<file path="src/fess_pkg.sv">
// Package of the flash erase/suspend host controller: register map, status fields,
// software opcodes, flash command codes and bus-cycle timing.
// Assumes a 250 MHz system clock; all counts are derived from it.
package fess_pkg;

  localparam int CLK_PERIOD_PS = 4000;

  // Flash strobe timing in ns; least times round up to whole cycles.
  localparam int T_SETUP_NS = 20;
  localparam int T_PULSE_NS = 70;
  localparam int T_HOLD_NS = 30;
  localparam int T_RESET_NS = 500;
  localparam int SYNC_STAGES = 2;
  localparam logic [7:0] SETUP_CYC = 8'((T_SETUP_NS * 1000 + CLK_PERIOD_PS - 1) / CLK_PERIOD_PS);
  localparam logic [7:0] PULSE_CYC = 8'((T_PULSE_NS * 1000 + CLK_PERIOD_PS - 1) / CLK_PERIOD_PS);
  localparam logic [7:0] HOLD_CYC = 8'((T_HOLD_NS * 1000 + CLK_PERIOD_PS - 1) / CLK_PERIOD_PS);
  localparam int RESET_CYC = (T_RESET_NS * 1000 + CLK_PERIOD_PS - 1) / CLK_PERIOD_PS;

  // Suspend latencies and the sector-load window, in us.
  localparam int T_PSUSP_US = 15;
  localparam int T_ESUSP_US = 20;
  localparam int T_WINDOW_US = 50;
  localparam int PSUSP_CYC = (T_PSUSP_US * 1000000 + CLK_PERIOD_PS - 1) / CLK_PERIOD_PS;
  localparam int ESUSP_CYC = (T_ESUSP_US * 1000000 + CLK_PERIOD_PS - 1) / CLK_PERIOD_PS;
  localparam int WINDOW_CYC = (T_WINDOW_US * 1000000) / CLK_PERIOD_PS;
  localparam int WINDOW_GUARD = 64;

  // Register byte offsets.
  localparam logic [7:0] REG_CMD = 8'h00;
  localparam logic [7:0] REG_ADDR = 8'h04;
  localparam logic [7:0] REG_WDATA = 8'h08;
  localparam logic [7:0] REG_STATUS = 8'h0C;
  localparam logic [7:0] REG_RDATA = 8'h10;

  // Status bit positions.
  localparam int ST_BUSY = 0;
  localparam int ST_DONE = 1;
  localparam int ST_REFUSED = 2;
  localparam int ST_LATE = 3;
  localparam int ST_ABORTED = 4;
  localparam int ST_WIN_OPEN = 5;
  localparam int ST_READY = 6;
  localparam int ST_CHIP_ER = 7;
  localparam int ST_SECT_ER = 8;
  localparam int ST_ER_SUSP = 9;
  localparam int ST_PG_SUSP = 10;
  localparam int ST_ID_MODE = 11;

  // Software opcodes written to the command register.
  localparam logic [3:0] OP_NOP = 4'h0;
  localparam logic [3:0] OP_CHIP_ERASE = 4'h1;
  localparam logic [3:0] OP_SECT_ERASE = 4'h2;
  localparam logic [3:0] OP_SECT_ADD = 4'h3;
  localparam logic [3:0] OP_ER_SUSPEND = 4'h4;
  localparam logic [3:0] OP_ER_RESUME = 4'h5;
  localparam logic [3:0] OP_PG_SUSPEND = 4'h6;
  localparam logic [3:0] OP_PG_RESUME = 4'h7;
  localparam logic [3:0] OP_ID_ENTER = 4'h8;
  localparam logic [3:0] OP_ID_EXIT = 4'h9;
  localparam logic [3:0] OP_READ = 4'hA;
  localparam logic [3:0] OP_WRITE = 4'hB;
  localparam logic [3:0] OP_POLL = 4'hC;
  localparam logic [3:0] OP_HW_RESET = 4'hD;

  // Flash command codes and unlock cycles.
  localparam logic [21:0] UNLOCK1_ADDR = 22'h000555;
  localparam logic [21:0] UNLOCK2_ADDR = 22'h0002AA;
  localparam logic [15:0] UNLOCK1_DATA = 16'h00AA;
  localparam logic [15:0] UNLOCK2_DATA = 16'h0055;
  localparam logic [15:0] CODE_ERASE_SETUP = 16'h0080;
  localparam logic [15:0] CODE_CHIP_ERASE = 16'h0010;
  localparam logic [15:0] CODE_SECT_ERASE = 16'h0030;
  localparam logic [15:0] CODE_ER_SUSPEND = 16'h00B0;
  localparam logic [15:0] CODE_ER_RESUME = 16'h0030;
  localparam logic [15:0] CODE_PG_SUSPEND = 16'h00B0;
  localparam logic [15:0] CODE_PG_RESUME = 16'h0030;
  localparam logic [15:0] CODE_ID_ENTER = 16'h0090;
  localparam logic [15:0] CODE_RESET = 16'h00F0;

  // Bit positions inside a status read of the flash.
  localparam int DATA_POLL_POS = 7;
  localparam int TOGGLE_POS = 6;

  typedef enum logic [2:0] {S_IDLE, S_WRITE, S_WAIT, S_READ, S_POLL, S_RST, S_RWAIT} fess_st_t;
  typedef enum logic [1:0] {P_IDLE, P_SETUP, P_PULSE, P_HOLD} fess_ph_t;

  typedef struct packed {
    logic [21:0] addr;
    logic [15:0] data;
    logic last;
  } fess_wr_t;

endpackage

</file>
<file path="src/fess_cyc_if.sv">
// Interface between the command sequencer and the flash bus-cycle engine.
// Assumes one clock; req and done are one-cycle pulses.
`timescale 1ns/1ps
`default_nettype none
interface fess_cyc_if;
  logic req;
  logic wr;
  logic [21:0] addr;
  logic [15:0] wdata;
  logic done;
  logic [15:0] rdata;
  modport seq (output req, output wr, output addr, output wdata, input done, input rdata);
  modport eng (input req, input wr, input addr, input wdata, output done, output rdata);
endinterface
`default_nettype wire

</file>
<file path="src/fess_cycle.sv">
// Flash bus-cycle engine: one write or read cycle on the parallel flash pins per request.
// Assumes the requester waits for done before the next request.
`timescale 1ns/1ps
`default_nettype none
module fess_cycle (
  // Clock and reset
  input wire logic clk_in,
  input wire logic arst_n_in,
  // Sequencer side
  fess_cyc_if.eng cyc,
  // Flash pins
  output logic [21:0] flash_addr_out,
  input wire logic [15:0] flash_dq_in,
  output logic [15:0] flash_dq_out,
  output logic flash_dq_oe_out,
  output logic flash_ce_n_out,
  output logic flash_we_n_out,
  output logic flash_oe_n_out
);

  typedef struct packed {
    fess_pkg::fess_ph_t ph;
    logic [7:0] cnt;
    logic wr;
    logic [21:0] addr;
    logic [15:0] dout;
    logic drive;
    logic ce_n;
    logic we_n;
    logic oe_n;
    logic done;
    logic [15:0] rdata;
    logic [15:0] dq_s1;
    logic [15:0] dq_s2;
  } fess_cyc_st_t;

  fess_cyc_st_t q;
  fess_cyc_st_t d;

  always_comb
  begin
    d = q;
    d.done = 1'b0;
    d.dq_s1 = flash_dq_in;
    d.dq_s2 = q.dq_s1;
    if (q.cnt != 8'h00)
    begin
      d.cnt = q.cnt - 8'h01;
    end
    unique case (q.ph)
      fess_pkg::P_IDLE:
      begin
        if (cyc.req)
        begin
          // Address stays put from before the falling strobe edge until after the rising one.
          d.addr = cyc.addr;
          d.dout = cyc.wdata;
          d.wr = cyc.wr;
          d.drive = cyc.wr;
          d.ce_n = 1'b0;
          d.ph = fess_pkg::P_SETUP;
          d.cnt = fess_pkg::SETUP_CYC - 8'h01;
        end
      end
      fess_pkg::P_SETUP:
      begin
        if (q.cnt == 8'h00)
        begin
          d.we_n = !q.wr;
          d.oe_n = q.wr;
          d.ph = fess_pkg::P_PULSE;
          // Reads stretch the pulse so that the synchronised data has settled.
          d.cnt = q.wr ? fess_pkg::PULSE_CYC - 8'h01 : fess_pkg::PULSE_CYC + 8'(fess_pkg::SYNC_STAGES) - 8'h01;
        end
      end
      fess_pkg::P_PULSE:
      begin
        if (q.cnt == 8'h00)
        begin
          if (!q.wr)
          begin
            d.rdata = q.dq_s2;
          end
          d.we_n = 1'b1;
          d.oe_n = 1'b1;
          d.ph = fess_pkg::P_HOLD;
          d.cnt = fess_pkg::HOLD_CYC - 8'h01;
        end
      end
      fess_pkg::P_HOLD:
      begin
        if (q.cnt == 8'h00)
        begin
          d.ce_n = 1'b1;
          d.drive = 1'b0;
          d.done = 1'b1;
          d.ph = fess_pkg::P_IDLE;
        end
      end
    endcase
  end

  always_ff @(posedge clk_in or negedge arst_n_in)
  begin
    if (!arst_n_in)
    begin
      q <= '{ph: fess_pkg::P_IDLE, ce_n: 1'b1, we_n: 1'b1, oe_n: 1'b1, default: '0};
    end
    else
    begin
      q <= d;
    end
  end

  assign cyc.done = q.done;
  assign cyc.rdata = q.rdata;
  assign flash_addr_out = q.addr;
  assign flash_dq_out = q.dout;
  assign flash_dq_oe_out = q.drive;
  assign flash_ce_n_out = q.ce_n;
  assign flash_we_n_out = q.we_n;
  assign flash_oe_n_out = q.oe_n;

endmodule
`default_nettype wire

</file>
<file path="src/fess_host.sv">
// Host controller for a parallel NOR flash: software orders erase, suspend, resume,
// identification and polling through APB registers; the block drives the flash pins.
// Assumes a zero-wait APB master and a flash whose ready/busy and data pins are asynchronous.
//
// How it works
// - Erase is six writes: two unlocks, 80H, two unlocks, then 10H or 30H.
// - Hardware reset aborts chip erase; software is told to reissue it.
// - Done when data-poll bit is one and toggle bit equal on two reads.
// - Extra sector loads only start inside the 50 us window less a 64-cycle guard; late ones set the late flag.
`timescale 1ns/1ps
`default_nettype none
module fess_host #(
  parameter int WINDOW_CYCLES = fess_pkg::WINDOW_CYC,
  parameter int ESUSP_CYCLES = fess_pkg::ESUSP_CYC
) (
  // Clock and reset
  input wire logic clk_in,
  input wire logic arst_n_in,
  // APB slave
  input wire logic psel_in,
  input wire logic penable_in,
  input wire logic pwrite_in,
  input wire logic [7:0] paddr_in,
  input wire logic [31:0] pwdata_in,
  output logic [31:0] prdata_out,
  output logic pready_out,
  output logic pslverr_out,
  // Flash pins
  output logic [21:0] flash_addr_out,
  input wire logic [15:0] flash_dq_in,
  output logic [15:0] flash_dq_out,
  output logic flash_dq_oe_out,
  output logic flash_ce_n_out,
  output logic flash_we_n_out,
  output logic flash_oe_n_out,
  output logic flash_reset_n_out,
  input wire logic flash_ready_busy_n_in
);

  localparam int WIN_W = $clog2(WINDOW_CYCLES + 1);
  localparam int CNT_W = 14;

  typedef struct packed {
    fess_pkg::fess_st_t st;
    logic [3:0] op;
    logic [2:0] step;
    logic [21:0] addr;
    logic [15:0] wdata;
    logic [15:0] rdata;
    logic [31:0] prdata;
    logic perr;
    logic prev_tog;
    logic prev_ok;
    logic done;
    logic refused;
    logic late;
    logic aborted;
    logic chip_er;
    logic sect_er;
    logic er_susp;
    logic pg_susp;
    logic id_mode;
    logic [WIN_W-1:0] win;
    logic [CNT_W-1:0] cnt;
    logic rst_n;
    logic rb_s1;
    logic rb_s2;
    logic req;
    logic cwr;
    logic [21:0] caddr;
    logic [15:0] cdata;
  } fess_host_st_t;

  fess_host_st_t q;
  fess_host_st_t d;
  fess_cyc_if cyc ();

  // Address and data of one write of a command sequence.
  function automatic fess_pkg::fess_wr_t seq_entry(input logic [3:0] op, input logic [2:0] step,
                                                   input logic [21:0] addr, input logic [15:0] wdata);
    fess_pkg::fess_wr_t e;
    e = '{addr: addr, data: wdata, last: 1'b1};
    if (op == fess_pkg::OP_CHIP_ERASE || op == fess_pkg::OP_SECT_ERASE || op == fess_pkg::OP_ID_ENTER)
    begin
      // Unlock, unlock, set-up; erase repeats the unlocks before the final code.
      unique case (step)
        3'h0, 3'h3: e = '{addr: fess_pkg::UNLOCK1_ADDR, data: fess_pkg::UNLOCK1_DATA, last: 1'b0};
        3'h1, 3'h4: e = '{addr: fess_pkg::UNLOCK2_ADDR, data: fess_pkg::UNLOCK2_DATA, last: 1'b0};
        3'h2: e = '{addr: fess_pkg::UNLOCK1_ADDR, data: (op == fess_pkg::OP_ID_ENTER) ?
                  fess_pkg::CODE_ID_ENTER : fess_pkg::CODE_ERASE_SETUP, last: op == fess_pkg::OP_ID_ENTER};
        default: e = (op == fess_pkg::OP_CHIP_ERASE) ?
                     '{addr: fess_pkg::UNLOCK1_ADDR, data: fess_pkg::CODE_CHIP_ERASE, last: 1'b1} :
                     '{addr: addr, data: fess_pkg::CODE_SECT_ERASE, last: 1'b1};
      endcase
    end
    else
    begin
      unique case (op)
        fess_pkg::OP_SECT_ADD: e.data = fess_pkg::CODE_SECT_ERASE;
        fess_pkg::OP_ER_SUSPEND: e.data = fess_pkg::CODE_ER_SUSPEND;
        fess_pkg::OP_ER_RESUME: e.data = fess_pkg::CODE_ER_RESUME;
        fess_pkg::OP_PG_SUSPEND: e.data = fess_pkg::CODE_PG_SUSPEND;
        fess_pkg::OP_PG_RESUME: e.data = fess_pkg::CODE_PG_RESUME;
        fess_pkg::OP_ID_EXIT: e.data = fess_pkg::CODE_RESET;
        default: e.data = wdata;
      endcase
    end
    return e;
  endfunction

  fess_pkg::fess_wr_t ent;
  fess_pkg::fess_wr_t first;
  fess_pkg::fess_wr_t nxt;
  logic mapped;
  logic cmd_go;
  logic legal;
  logic [3:0] cmd_op;
  logic [31:0] status;

  always_comb
  begin
    ent = seq_entry(q.op, q.step, q.addr, q.wdata);
    nxt = seq_entry(q.op, q.step + 3'h1, q.addr, q.wdata);
    cmd_op = pwdata_in[3:0];
    first = seq_entry(cmd_op, 3'h0, q.addr, q.wdata);
    mapped = paddr_in == fess_pkg::REG_CMD || paddr_in == fess_pkg::REG_ADDR || paddr_in == fess_pkg::REG_WDATA ||
             paddr_in == fess_pkg::REG_STATUS || paddr_in == fess_pkg::REG_RDATA;
    status = 32'h00000000;
    status[fess_pkg::ST_BUSY] = q.st != fess_pkg::S_IDLE;
    status[fess_pkg::ST_DONE] = q.done;
    status[fess_pkg::ST_REFUSED] = q.refused;
    status[fess_pkg::ST_LATE] = q.late;
    status[fess_pkg::ST_ABORTED] = q.aborted;
    status[fess_pkg::ST_WIN_OPEN] = q.win != '0;
    status[fess_pkg::ST_READY] = q.rb_s2;
    status[fess_pkg::ST_CHIP_ER] = q.chip_er;
    status[fess_pkg::ST_SECT_ER] = q.sect_er;
    status[fess_pkg::ST_ER_SUSP] = q.er_susp;
    status[fess_pkg::ST_PG_SUSP] = q.pg_susp;
    status[fess_pkg::ST_ID_MODE] = q.id_mode;
    unique case (cmd_op)
      fess_pkg::OP_READ, fess_pkg::OP_POLL, fess_pkg::OP_HW_RESET, fess_pkg::OP_NOP: legal = 1'b1;
      fess_pkg::OP_WRITE: legal = !q.chip_er;
      fess_pkg::OP_SECT_ADD: legal = q.sect_er && !q.er_susp && q.win > WIN_W'(fess_pkg::WINDOW_GUARD);
      fess_pkg::OP_ER_SUSPEND: legal = q.sect_er && !q.er_susp;
      fess_pkg::OP_ER_RESUME: legal = q.er_susp && !q.pg_susp;
      fess_pkg::OP_PG_SUSPEND: legal = !q.chip_er && !q.pg_susp;
      fess_pkg::OP_PG_RESUME: legal = q.pg_susp;
      fess_pkg::OP_ID_ENTER: legal = !q.chip_er && !q.er_susp && !q.id_mode;
      fess_pkg::OP_ID_EXIT: legal = q.id_mode;
      default: legal = !q.chip_er && !q.er_susp && !q.sect_er;
    endcase
    cmd_go = psel_in && penable_in && pwrite_in && paddr_in == fess_pkg::REG_CMD;

    d = q;
    d.req = 1'b0;
    d.rb_s1 = flash_ready_busy_n_in;
    d.rb_s2 = q.rb_s1;
    if (q.win != '0)
    begin
      d.win = q.win - WIN_W'(1);
    end
    if (psel_in && !penable_in)
    begin
      d.perr = !mapped;
      unique case (paddr_in)
        fess_pkg::REG_ADDR: d.prdata = {10'h000, q.addr};
        fess_pkg::REG_WDATA: d.prdata = {16'h0000, q.wdata};
        fess_pkg::REG_STATUS: d.prdata = status;
        fess_pkg::REG_RDATA: d.prdata = {16'h0000, q.rdata};
        default: d.prdata = 32'h00000000;
      endcase
    end
    if (psel_in && penable_in && pwrite_in)
    begin
      if (paddr_in == fess_pkg::REG_ADDR)
      begin
        d.addr = pwdata_in[21:0];
      end
      if (paddr_in == fess_pkg::REG_WDATA)
      begin
        d.wdata = pwdata_in[15:0];
      end
      if (paddr_in == fess_pkg::REG_STATUS)
      begin
        d.done = q.done && !pwdata_in[fess_pkg::ST_DONE];
        d.refused = q.refused && !pwdata_in[fess_pkg::ST_REFUSED];
        d.late = q.late && !pwdata_in[fess_pkg::ST_LATE];
        d.aborted = q.aborted && !pwdata_in[fess_pkg::ST_ABORTED];
      end
    end

    unique case (q.st)
      fess_pkg::S_IDLE:
      begin
        if (cmd_go && cmd_op != fess_pkg::OP_NOP)
        begin
          if (!legal)
          begin
            if (cmd_op == fess_pkg::OP_SECT_ADD && q.sect_er && !q.er_susp)
            begin
              d.late = 1'b1;
            end
            else
            begin
              d.refused = 1'b1;
            end
          end
          else
          begin
            d.op = cmd_op;
            d.step = 3'h0;
            d.cwr = 1'b1;
            d.caddr = first.addr;
            d.cdata = first.data;
            if (q.win != '0 && cmd_op != fess_pkg::OP_SECT_ADD && cmd_op != fess_pkg::OP_ER_SUSPEND &&
                cmd_op != fess_pkg::OP_READ && cmd_op != fess_pkg::OP_POLL)
            begin
              d.win = '0;
              d.sect_er = 1'b0;
            end
            unique case (cmd_op)
              fess_pkg::OP_READ, fess_pkg::OP_POLL:
              begin
                d.req = 1'b1;
                d.cwr = 1'b0;
                d.caddr = q.addr;
                d.prev_ok = 1'b0;
                d.st = (cmd_op == fess_pkg::OP_READ) ? fess_pkg::S_READ : fess_pkg::S_POLL;
              end
              fess_pkg::OP_HW_RESET:
              begin
                d.rst_n = 1'b0;
                d.cnt = CNT_W'(fess_pkg::RESET_CYC);
                d.aborted = q.aborted || q.chip_er;
                d.st = fess_pkg::S_RST;
              end
              default:
              begin
                d.req = 1'b1;
                d.st = fess_pkg::S_WRITE;
              end
            endcase
          end
        end
      end
      fess_pkg::S_WRITE:
      begin
        if (cyc.done)
        begin
          if (!ent.last)
          begin
            d.step = q.step + 3'h1;
            d.req = 1'b1;
            d.caddr = nxt.addr;
            d.cdata = nxt.data;
          end
          else
          begin
            d.st = fess_pkg::S_IDLE;
            d.done = 1'b1;
            unique case (q.op)
              fess_pkg::OP_CHIP_ERASE: d.chip_er = 1'b1;
              fess_pkg::OP_SECT_ERASE, fess_pkg::OP_SECT_ADD:
              begin
                d.sect_er = 1'b1;
                d.win = WIN_W'(WINDOW_CYCLES);
              end
              fess_pkg::OP_ER_SUSPEND:
              begin
                d.er_susp = 1'b1;
                d.win = '0;
                if (q.win == '0)
                begin
                  d.st = fess_pkg::S_WAIT;
                  d.done = 1'b0;
                  d.cnt = CNT_W'(ESUSP_CYCLES);
                end
              end
              fess_pkg::OP_ER_RESUME: d.er_susp = 1'b0;
              fess_pkg::OP_PG_SUSPEND:
              begin
                d.pg_susp = 1'b1;
                d.st = fess_pkg::S_WAIT;
                d.done = 1'b0;
                d.cnt = CNT_W'(fess_pkg::PSUSP_CYC);
              end
              fess_pkg::OP_PG_RESUME: d.pg_susp = 1'b0;
              fess_pkg::OP_ID_ENTER: d.id_mode = 1'b1;
              fess_pkg::OP_ID_EXIT: d.id_mode = 1'b0;
              default: d.done = 1'b1;
            endcase
          end
        end
      end
      fess_pkg::S_WAIT:
      begin
        d.cnt = q.cnt - CNT_W'(1);
        if (q.cnt == '0)
        begin
          d.st = fess_pkg::S_IDLE;
          d.done = 1'b1;
        end
      end
      fess_pkg::S_READ:
      begin
        if (cyc.done)
        begin
          d.rdata = cyc.rdata;
          d.st = fess_pkg::S_IDLE;
          d.done = 1'b1;
        end
      end
      fess_pkg::S_POLL:
      begin
        if (cyc.done)
        begin
          d.rdata = cyc.rdata;
          d.prev_tog = cyc.rdata[fess_pkg::TOGGLE_POS];
          d.prev_ok = 1'b1;
          if (q.prev_ok && cyc.rdata[fess_pkg::DATA_POLL_POS] && cyc.rdata[fess_pkg::TOGGLE_POS] == q.prev_tog)
          begin
            d.st = fess_pkg::S_IDLE;
            d.done = 1'b1;
            if (!q.er_susp)
            begin
              d.chip_er = 1'b0;
              d.sect_er = 1'b0;
              d.win = '0;
            end
            // A finished program under erase suspend leaves the erase suspended.
          end
          else
          begin
            d.req = 1'b1;
          end
        end
      end
      fess_pkg::S_RST:
      begin
        d.cnt = q.cnt - CNT_W'(1);
        if (q.cnt == '0)
        begin
          d.rst_n = 1'b1;
          d.chip_er = 1'b0;
          d.sect_er = 1'b0;
          d.er_susp = 1'b0;
          d.pg_susp = 1'b0;
          d.id_mode = 1'b0;
          d.win = '0;
          d.st = fess_pkg::S_RWAIT;
        end
      end
      fess_pkg::S_RWAIT:
      begin
        if (q.rb_s2)
        begin
          d.st = fess_pkg::S_IDLE;
          d.done = 1'b1;
        end
      end
      default:
      begin
        d.st = fess_pkg::S_IDLE;
      end
    endcase
    if (cmd_go && q.st != fess_pkg::S_IDLE)
    begin
      d.refused = 1'b1;
    end
  end

  always_ff @(posedge clk_in or negedge arst_n_in)
  begin
    if (!arst_n_in)
    begin
      q <= '{st: fess_pkg::S_IDLE, rst_n: 1'b1, default: '0};
    end
    else
    begin
      q <= d;
    end
  end

  assign cyc.req = q.req;
  assign cyc.wr = q.cwr;
  assign cyc.addr = q.caddr;
  assign cyc.wdata = q.cdata;
  assign prdata_out = q.prdata;
  assign pready_out = 1'b1;
  assign pslverr_out = q.perr;
  assign flash_reset_n_out = q.rst_n;

  fess_cycle u_cycle (
    .clk_in(clk_in),
    .arst_n_in(arst_n_in),
    .cyc(cyc.eng),
    .flash_addr_out(flash_addr_out),
    .flash_dq_in(flash_dq_in),
    .flash_dq_out(flash_dq_out),
    .flash_dq_oe_out(flash_dq_oe_out),
    .flash_ce_n_out(flash_ce_n_out),
    .flash_we_n_out(flash_we_n_out),
    .flash_oe_n_out(flash_oe_n_out)
  );

endmodule
`default_nettype wire

</file>
<file path="config.mk">
export PLATFORM = sky130hd
export DESIGN_NAME = fess_host
export DESIGN_NICKNAME = d
export VERILOG_FILES = /design/src/fess_pkg.sv /design/src/fess_cyc_if.sv /design/src/fess_cycle.sv /design/src/fess_host.sv
export SDC_FILE = /design/constraint.sdc
export NUM_CORES = 1
export LEC_CHECK = 0
export BUFFER_PORTS_ARGS = -buffer_cell sky130_fd_sc_hd__buf_4
export CORE_ASPECT_RATIO = 1.25
export CORE_MARGIN = 2
export CORE_UTILIZATION = 53
export DETAILED_ROUTE_END_ITERATION = 8
export PLACE_DENSITY_LB_ADDON = 0.25
export REMOVE_ABC_BUFFERS = 1
export SLEW_MARGIN = 0
export SYNTH_ARGS = -nofsm -noshare
export SYNTH_HDL_FRONTEND = slang
export SYNTH_SLANG_ARGS = --single-unit
</file>
<file path="constraint.sdc">
create_clock -name clk_in -period 2.9 [get_ports clk_in]
set_input_delay 0 -clock clk_in [delete_from_list [all_inputs] [get_ports clk_in]]
set_output_delay 0 -clock clk_in [all_outputs]
set_load 0.1 [all_outputs]
</file>
==> results of run 1 <==
-- worst max path at each step --
stage,depth (start not counted),to
6_report,7,cyc.addr[11]
5_1_grt,7,cyc.addr[21]
4_1_cts,6,cyc.addr[5]
3_5_place_dp,6,cyc.addr[5]
3_3_place_gp,6,cyc.addr[5]
2_1_floorplan,8,q[43]
-- sequential cells by signal (all words and copies together) (netlist names) --
register                 flops
cyc.wdata                   16
u_cycle.flash_dq_oe_out      1
u_cycle.flash_oe_n_out       1
u_cycle.flash_dq_out        16
cyc.addr                    22
pslverr_out                  1
cyc.req                      1
prdata_out                  22
d                            1
u_cycle.cyc.done             1
flash_reset_n_out            1
q                          104
u_cycle.cyc.rdata           16
cyc.wr                       1
u_cycle.flash_addr_out      22
u_cycle.d                   16
u_cycle.flash_we_n_out       1
u_cycle.flash_ce_n_out       1
u_cycle.q                   27
-- critical path: stages, from the launching register on --
cell and delay (ps):
dfrtp_1 400, or4_4 580, o2111a_1 300, or4_4 490
o31a_1 380, a21oi_1 180, buf_4 200, o31ai_1 80
-- where the power goes --
group	switching, uW	internal (uW)	leakage (uW)
clock	1450	1870	0.000408
combinational	553	368	0.00304
sequential	147	3960	0.00347
total	2150	6190	0.00692
-- cell usage after synthesis, types with 4 or more instances --
cell type and n:
o211ai_1 8, nor4_1 13, o22ai_1 10, a31oi_1 14
a311oi_1 4, or3_1 10, buf_2 6, a211oi_1 4
clkbuf_1 45, mux2_2 117, dfstp_2 4, o2bb2ai_1 9
nand2_1 80, buf_1 9, nand3b_1 5, nand2b_1 10
and2_1 6, and3_1 4, a21o_1 9, a22o_1 11
a2bb2oi_1 5, nor2_1 77, o21a_1 6, or2_2 5
o31ai_1 24, nor2b_1 10, dfrtp_1 267, o21ai_0 102
buf_4 72, xnor2_1 8, nand4_1 11, a221oi_1 9
inv_1 34, nand3_1 28, a222oi_1 9, ha_1 9
xor2_1 8, nor3_1 25, or4_1 6, a21oi_1 62
nor3b_1 6, mux2i_1 4
-- kinds of logic after synthesis --
logic type,synth area share
AO/OA/AOI/OAI,0.156
XOR/XNOR,0.0108
adder cells (fa/ha/maj),0.00867
buffers and inverters,0.0720
flip-flops,0.523
multiplexers,0.106
other,0.000578
AND/OR/NAND/NOR,0.124
-- metrics by stage --
step           utilization  total power [uW]  instances  hold slack [ps]
6_report             0.631              8340       1692             49.7
5_1_grt              0.631              8690       1692             64.7
4_1_cts              0.631              8390       1692             23.8
3_5_place_dp         0.579              5040       1600              105
3_3_place_gp         0.579              5000       1600             96.7
2_1_floorplan            -              4690       1091             -296
-- layout make-up --
class	count	share of cell area
repair buffers	221	0.119
flip-flops and latches	271	0.443
multi-input cells	783	0.347
inverters	37	0.00907
well taps	330	0.0270
clock buffers	44	0.0515
clock inverters	6	0.00310
-- layer usage --
metal	vias up	global-route usage	share of wire
met5	-	0	0
met4	0	0.0743	0.022
met3	55	0.0304	0.055
met2	330	0.413	0.49
met1	4910	0.365	0.44
li1	4574	-	-
-- placed cells by master, fill, tap and decap left out, types with 11 or more instances in the layout --
master,synthesis,final
nand4_1,11,11
o31ai_1,24,24
o21ai_0,102,102
a21oi_1,62,61
nand3_1,28,28
a31oi_1,14,14
nor4_1,13,12
dlygate4sd3_1,0,42
mux2_2,117,117
nor2_1,77,77
inv_1,34,34
buf_4,72,174
dfrtp_1,267,267
nor3_1,25,24
nand2_1,80,80
clkbuf_1,45,12
conb_1,2,11
clkbuf_16,0,27
a22o_1,11,11
-- timing repair --
| action | 4_1_cts | 5_1_grt |
|---|---|---|
| gates resized for setup | 0 | 3 |
| endpoints found under the setup margin | 0 | 33 |
| endpoints found under the hold margin | 156 | 0 |
| hold buffers | 42 | 0 |
==> out/metrics.yaml, run 1 <==
ys_seq_area_frac: 0.523
cts_buffers: 27
die_area_sq_um: 25800
fmax_mhz: 365
ff_latch_area_sq_um: 6790
synth_cell_types: 77
rows: 64
rsz0062_at_grt: "false"
synth.area.top_cells: "dfrtp_1 (51%), mux2_2 (10%), buf_4 (4.2%)"
path_clk_slew_ps: 70
cts_buffer_depth: 3
whs_endpoint: "prdata_out[20]"
finalInstanceArea_sq_um: 15300
dr.pass1.iters: 5
pre_cts_ws_ps: 111
cts.sinks: 271
layout-drive-gt1-share: 0.266
grt_max_degree: 97
setup_viol: 0
ant_nets: 0
die_h_um: 179
antenna_found_initial: 1
worstSkewPairLatency_ps: 550
gp_congestion: 0.915
layout_min_cycle_time_ps: 2740
synth-edff-count: 0
startpoint: "q[70]"
slew_viol_final: 0
power_density_nw_per_um2: 544
place_hpwl_um: 22500
r2r_start: "q[70]"
cts_tree: "done"
worstReg2RegEnd: "cyc.addr[11]"
cp.required_ps: 3320
yosysWarnings: 0
drc: 0
cts_max_level: 1
skew_ps: 13.6
core_area_sq_um: 24300
grt_pass1_vias: 9644
hold_depth: 5
num_vias: 9869
fill_cells: 1964
hp-class: "input pin to flip-flop"
finalWorstSetupSlack_ps: 164
grt_use_total: 0.255
r2r_cells: 7
overflow: 0
post-route-period-util: 0.944
grt_first_pass_wirelength_um: 52000
tns_ps: 0
slew_headroom: 0.303
tightest_slew_ps: 1030
placed_cell_area_sq_um: 14100
maxCapViolations: 0
status: "finished clean"
wire_per_inst_um: 19.1
synth.avg_cell_area_sq_um: 10.7
insertedDiodeCount: 0
syn_inst: 1216
yosys.area.top_type_share: 0.515
area_growth_pct: 18.0
syn-cell-area_sq_um: 13000
peakVddDrop_mv: 0.440
cp.arrival_ps: 3160
post-cts-setup-buffers: 0
hold_viol: 0
synth_area_leader_cell: "dfrtp_1"
async_flop_share: 1.00
min-delay-start: "paddr_in[3]"
drt_iter0_drc: 808
vias_per_cell: 5.83
portBuffers: 117
synth_ff_type: "dfrtp_1"
ios: 139
multi_input_area_sq_um: 5320
cp_max_fo: 11
initial_utilization: 0.535
root_buffer: "clkbuf_16"
critPathKind: "flip-flop to flip-flop"
p_leak_uw: 0.00692
dieWidth_um: 144
crit_path_end_kind: "flip-flop"
ff2ff_setup_slack_ps: 160
final_nets: 1412
synth_seq_cells: 271
wl_um: 32300
critPathLaunchType: "flip-flop"
(Power assumes the default switching activity.)
==> run 2, diff against run 1 <==
--- a/config.mk
+++ b/config.mk
@@ -5,6 +5,7 @@
 export SDC_FILE = /design/constraint.sdc
 export NUM_CORES = 1
 export LEC_CHECK = 0
+export ABC_AREA = 1
 export BUFFER_PORTS_ARGS = -buffer_cell sky130_fd_sc_hd__buf_4
 export CORE_ASPECT_RATIO = 1.25
 export CORE_MARGIN = 2
==> run 2 against run 1 <==
Routed wire length rose by 6.9%. Critical path depth rose by 7. Largest cell class unchanged. Critical endpoint is now cyc.addr[16]. Final cell count rose by 30%. Clock skew rose by 1.8 ps. First-iteration DRC count rose by 4.6%. Clock-buffer cell count fell by 6. Worst setup slack improved by 260 ps. Combinational power rose by 43%. Non-clock buffer count fell by 20. Sequential power rose by 5.6%.
==> out/metrics.yaml, run 2 <==
rows: 65
core_area_sq_um: 25400
path_clk_slew_ps: 70
tightest_slew_ps: 788
fmax_mhz: 404
dr.pass1.iters: 6
largest_reg_flops: 104
cts_buffers: 27
tns_ps: 0
yosys.area.top_type_share: 0.487
final_nets: 1919
cts_hold_buf: 52
area_growth_pct: 16.4
hold_viol: 0
status: "finished clean"
initial_utilization: 0.541
cts_max_level: 1
ff_latch_area_sq_um: 6790
maxCapViolations: 0
wire_per_inst_um: 15.7
cts_tree: "done"
slowest_stage: "dlygate4sd3_1"
die_h_um: 184
largest-register: "q"
synth-edff-count: 0
path_cells: "dlygate4sd3_1 -> buf_4 -> nor2_1 -> nand3_1 -> dlygate4sd3_1 -> nor2_1 -> nand3_1 -> buf_4 -> nand2_1 -> nand3_2 -> nor2_8 -> buf_12 -> nand3_1 -> nand2_1"
portBuffers: 117
antenna_found_initial: 2
synth_seq_cells: 271
synth_top_cells_by_count: "nand2_1 (580), dfrtp_1 (267), inv_1 (187)"
pre_cts_ws_ps: 553
yosysWarnings: 0
fill_cells: 2201
root_buffer: "clkbuf_16"
hp-class: "input pin to asynchronous set/reset pin"
vias_per_cell: 5.24
skew_ps: 15.3
p_leak_uw: 0.00829
num_vias: 11561
finalPower_uw: 9170
finalWorstSetupSlack_ps: 425
cp_common_cell: "nand3_1"
async_flop_share: 1.00
dieWidth_um: 148
slew_viol_final: 0
synth_area_leader_cell: "dfrtp_1"
reg_top3: "q (104), u_cycle.q (27)"
cts_resized: 0
post-route-period-util: 0.854
ios: 139
layout_common_cells: "nand2_1 (580), dfrtp_1 (267), inv_1 (187), buf_4 (144), o21ai_0 (129)"
drt_iter0_drc: 845
worstSkewPairLatency_ps: 550
layout-drive-gt1-share: 0.140
cts.sinks: 271
multi_input_area_sq_um: 5430
critPathLaunchType: "input pin"
slew_headroom: 0.475
synth_most_common_cell: "nand2_1"
die_area_sq_um: 27200
ant_nets: 0
overflow: 0
final_common_cell: "nand2_1"
peakVddDrop_mv: 0.568
place_hpwl_um: 24000
syn_inst: 1739
gp_congestion: 0.914
cts_buffer_depth: 3
path_buf_inv: 5
power_density_nw_per_um2: 574
grt_first_pass_wirelength_um: 56900
critPathKind: "input pin to flip-flop"
drc: 0
max_stage_delay_ps: 580
synth_cell_types: 47
grt_use_total: 0.258
wl_um: 34600
ys_seq_area_frac: 0.494
cp.arrival_ps: 2970
grt_max_degree: 84
cp.required_ps: 3400
hold_ws_ps: 34.2
finalNonFillerCells: 2205
grt_pass1_vias: 11270
synth.area.top_cells: "dfrtp_1 (49%), nand2_1 (16%), inv_1 (5.1%)"
synth.avg_cell_area_sq_um: 7.90
synth_ff_type: "dfrtp_1"
cp_max_fo: 41
setup_viol: 0
rsz0062_at_grt: "false"
post-cts-setup-buffers: 0
dp.cells: 2102
syn-cell-area_sq_um: 13700
crit_path_end_kind: "flip-flop"
layout_min_cycle_time_ps: 2480
critPathTopFamily: "buffers and inverters"
==> run 2: logic make-up after synthesis <==
family                   Yosys count  synth area share
AND/OR/NAND/NOR                  866             0.265
XOR/XNOR                          18            0.0115
multiplexers                      16            0.0131
flip-flops                       271             0.494
adder cells (fa/ha/maj)            9           0.00820
other                              2          0.000547
buffers and inverters            326             0.113
AO/OA/AOI/OAI                    231            0.0937
==> run 2: metal layers <==
metal	share of wire	track usage	vias to the layer above
met5	0	0	-
met4	0.033	0.0876	0
met3	0.049	0.0308	87
met2	0.50	0.458	341
met1	0.42	0.328	5468
li1	-	-	5665
==> run 2: area by class of cell <==
class,count,share of cell area
clock inverters,11,0.00697
inverters,196,0.0462
well taps,335,0.0262
clock buffers,38,0.0499
flip-flops and latches,271,0.425
multi-input cells,1151,0.340
diodes,2,0.000313
repair buffers,201,0.106
==> run 2: power by group <==
part           internal [uW]  switching, uW  leakage, uW
clock                   2020           1500     0.000447
sequential              4100            228      0.00354
combinational            499            821      0.00431
total                   6620           2550      0.00829
==> run 2: metrics by stage <==
| stage | utilization | cell area (sq um) |
|---|---|---|
| after floorplan | - | 12900 |
| after global placement | 0.573 | 14500 |
| after detailed placement | 0.573 | 14500 |
| after CTS | 0.630 | 16000 |
| after global routing | 0.630 | 16000 |
| final | 0.630 | 16000 |
==> run 2: path summary, 6_finish.rpt <==
| check | start | endpoint | slack (ps) | depth (start not counted) |
|---|---|---|---|---|
| worst max-delay path | paddr_in[7] | cyc.addr[16] | 420 | 14 |
| worst min-delay path | arst_n_in | u_cycle.d[15] | 30 | 2 |
| worst max register to register | q[66] | cyc.addr[16] | 520 | 11 |
| worst min register to register | u_cycle.d[9] | u_cycle.q[9] | 350 | 0 |
| max in group asynchronous | arst_n_in | u_cycle.flash_ce_n_out | 2070 | 3 |
| min in group clk_in | paddr_in[1] | pslverr_out | 30 | 5 |
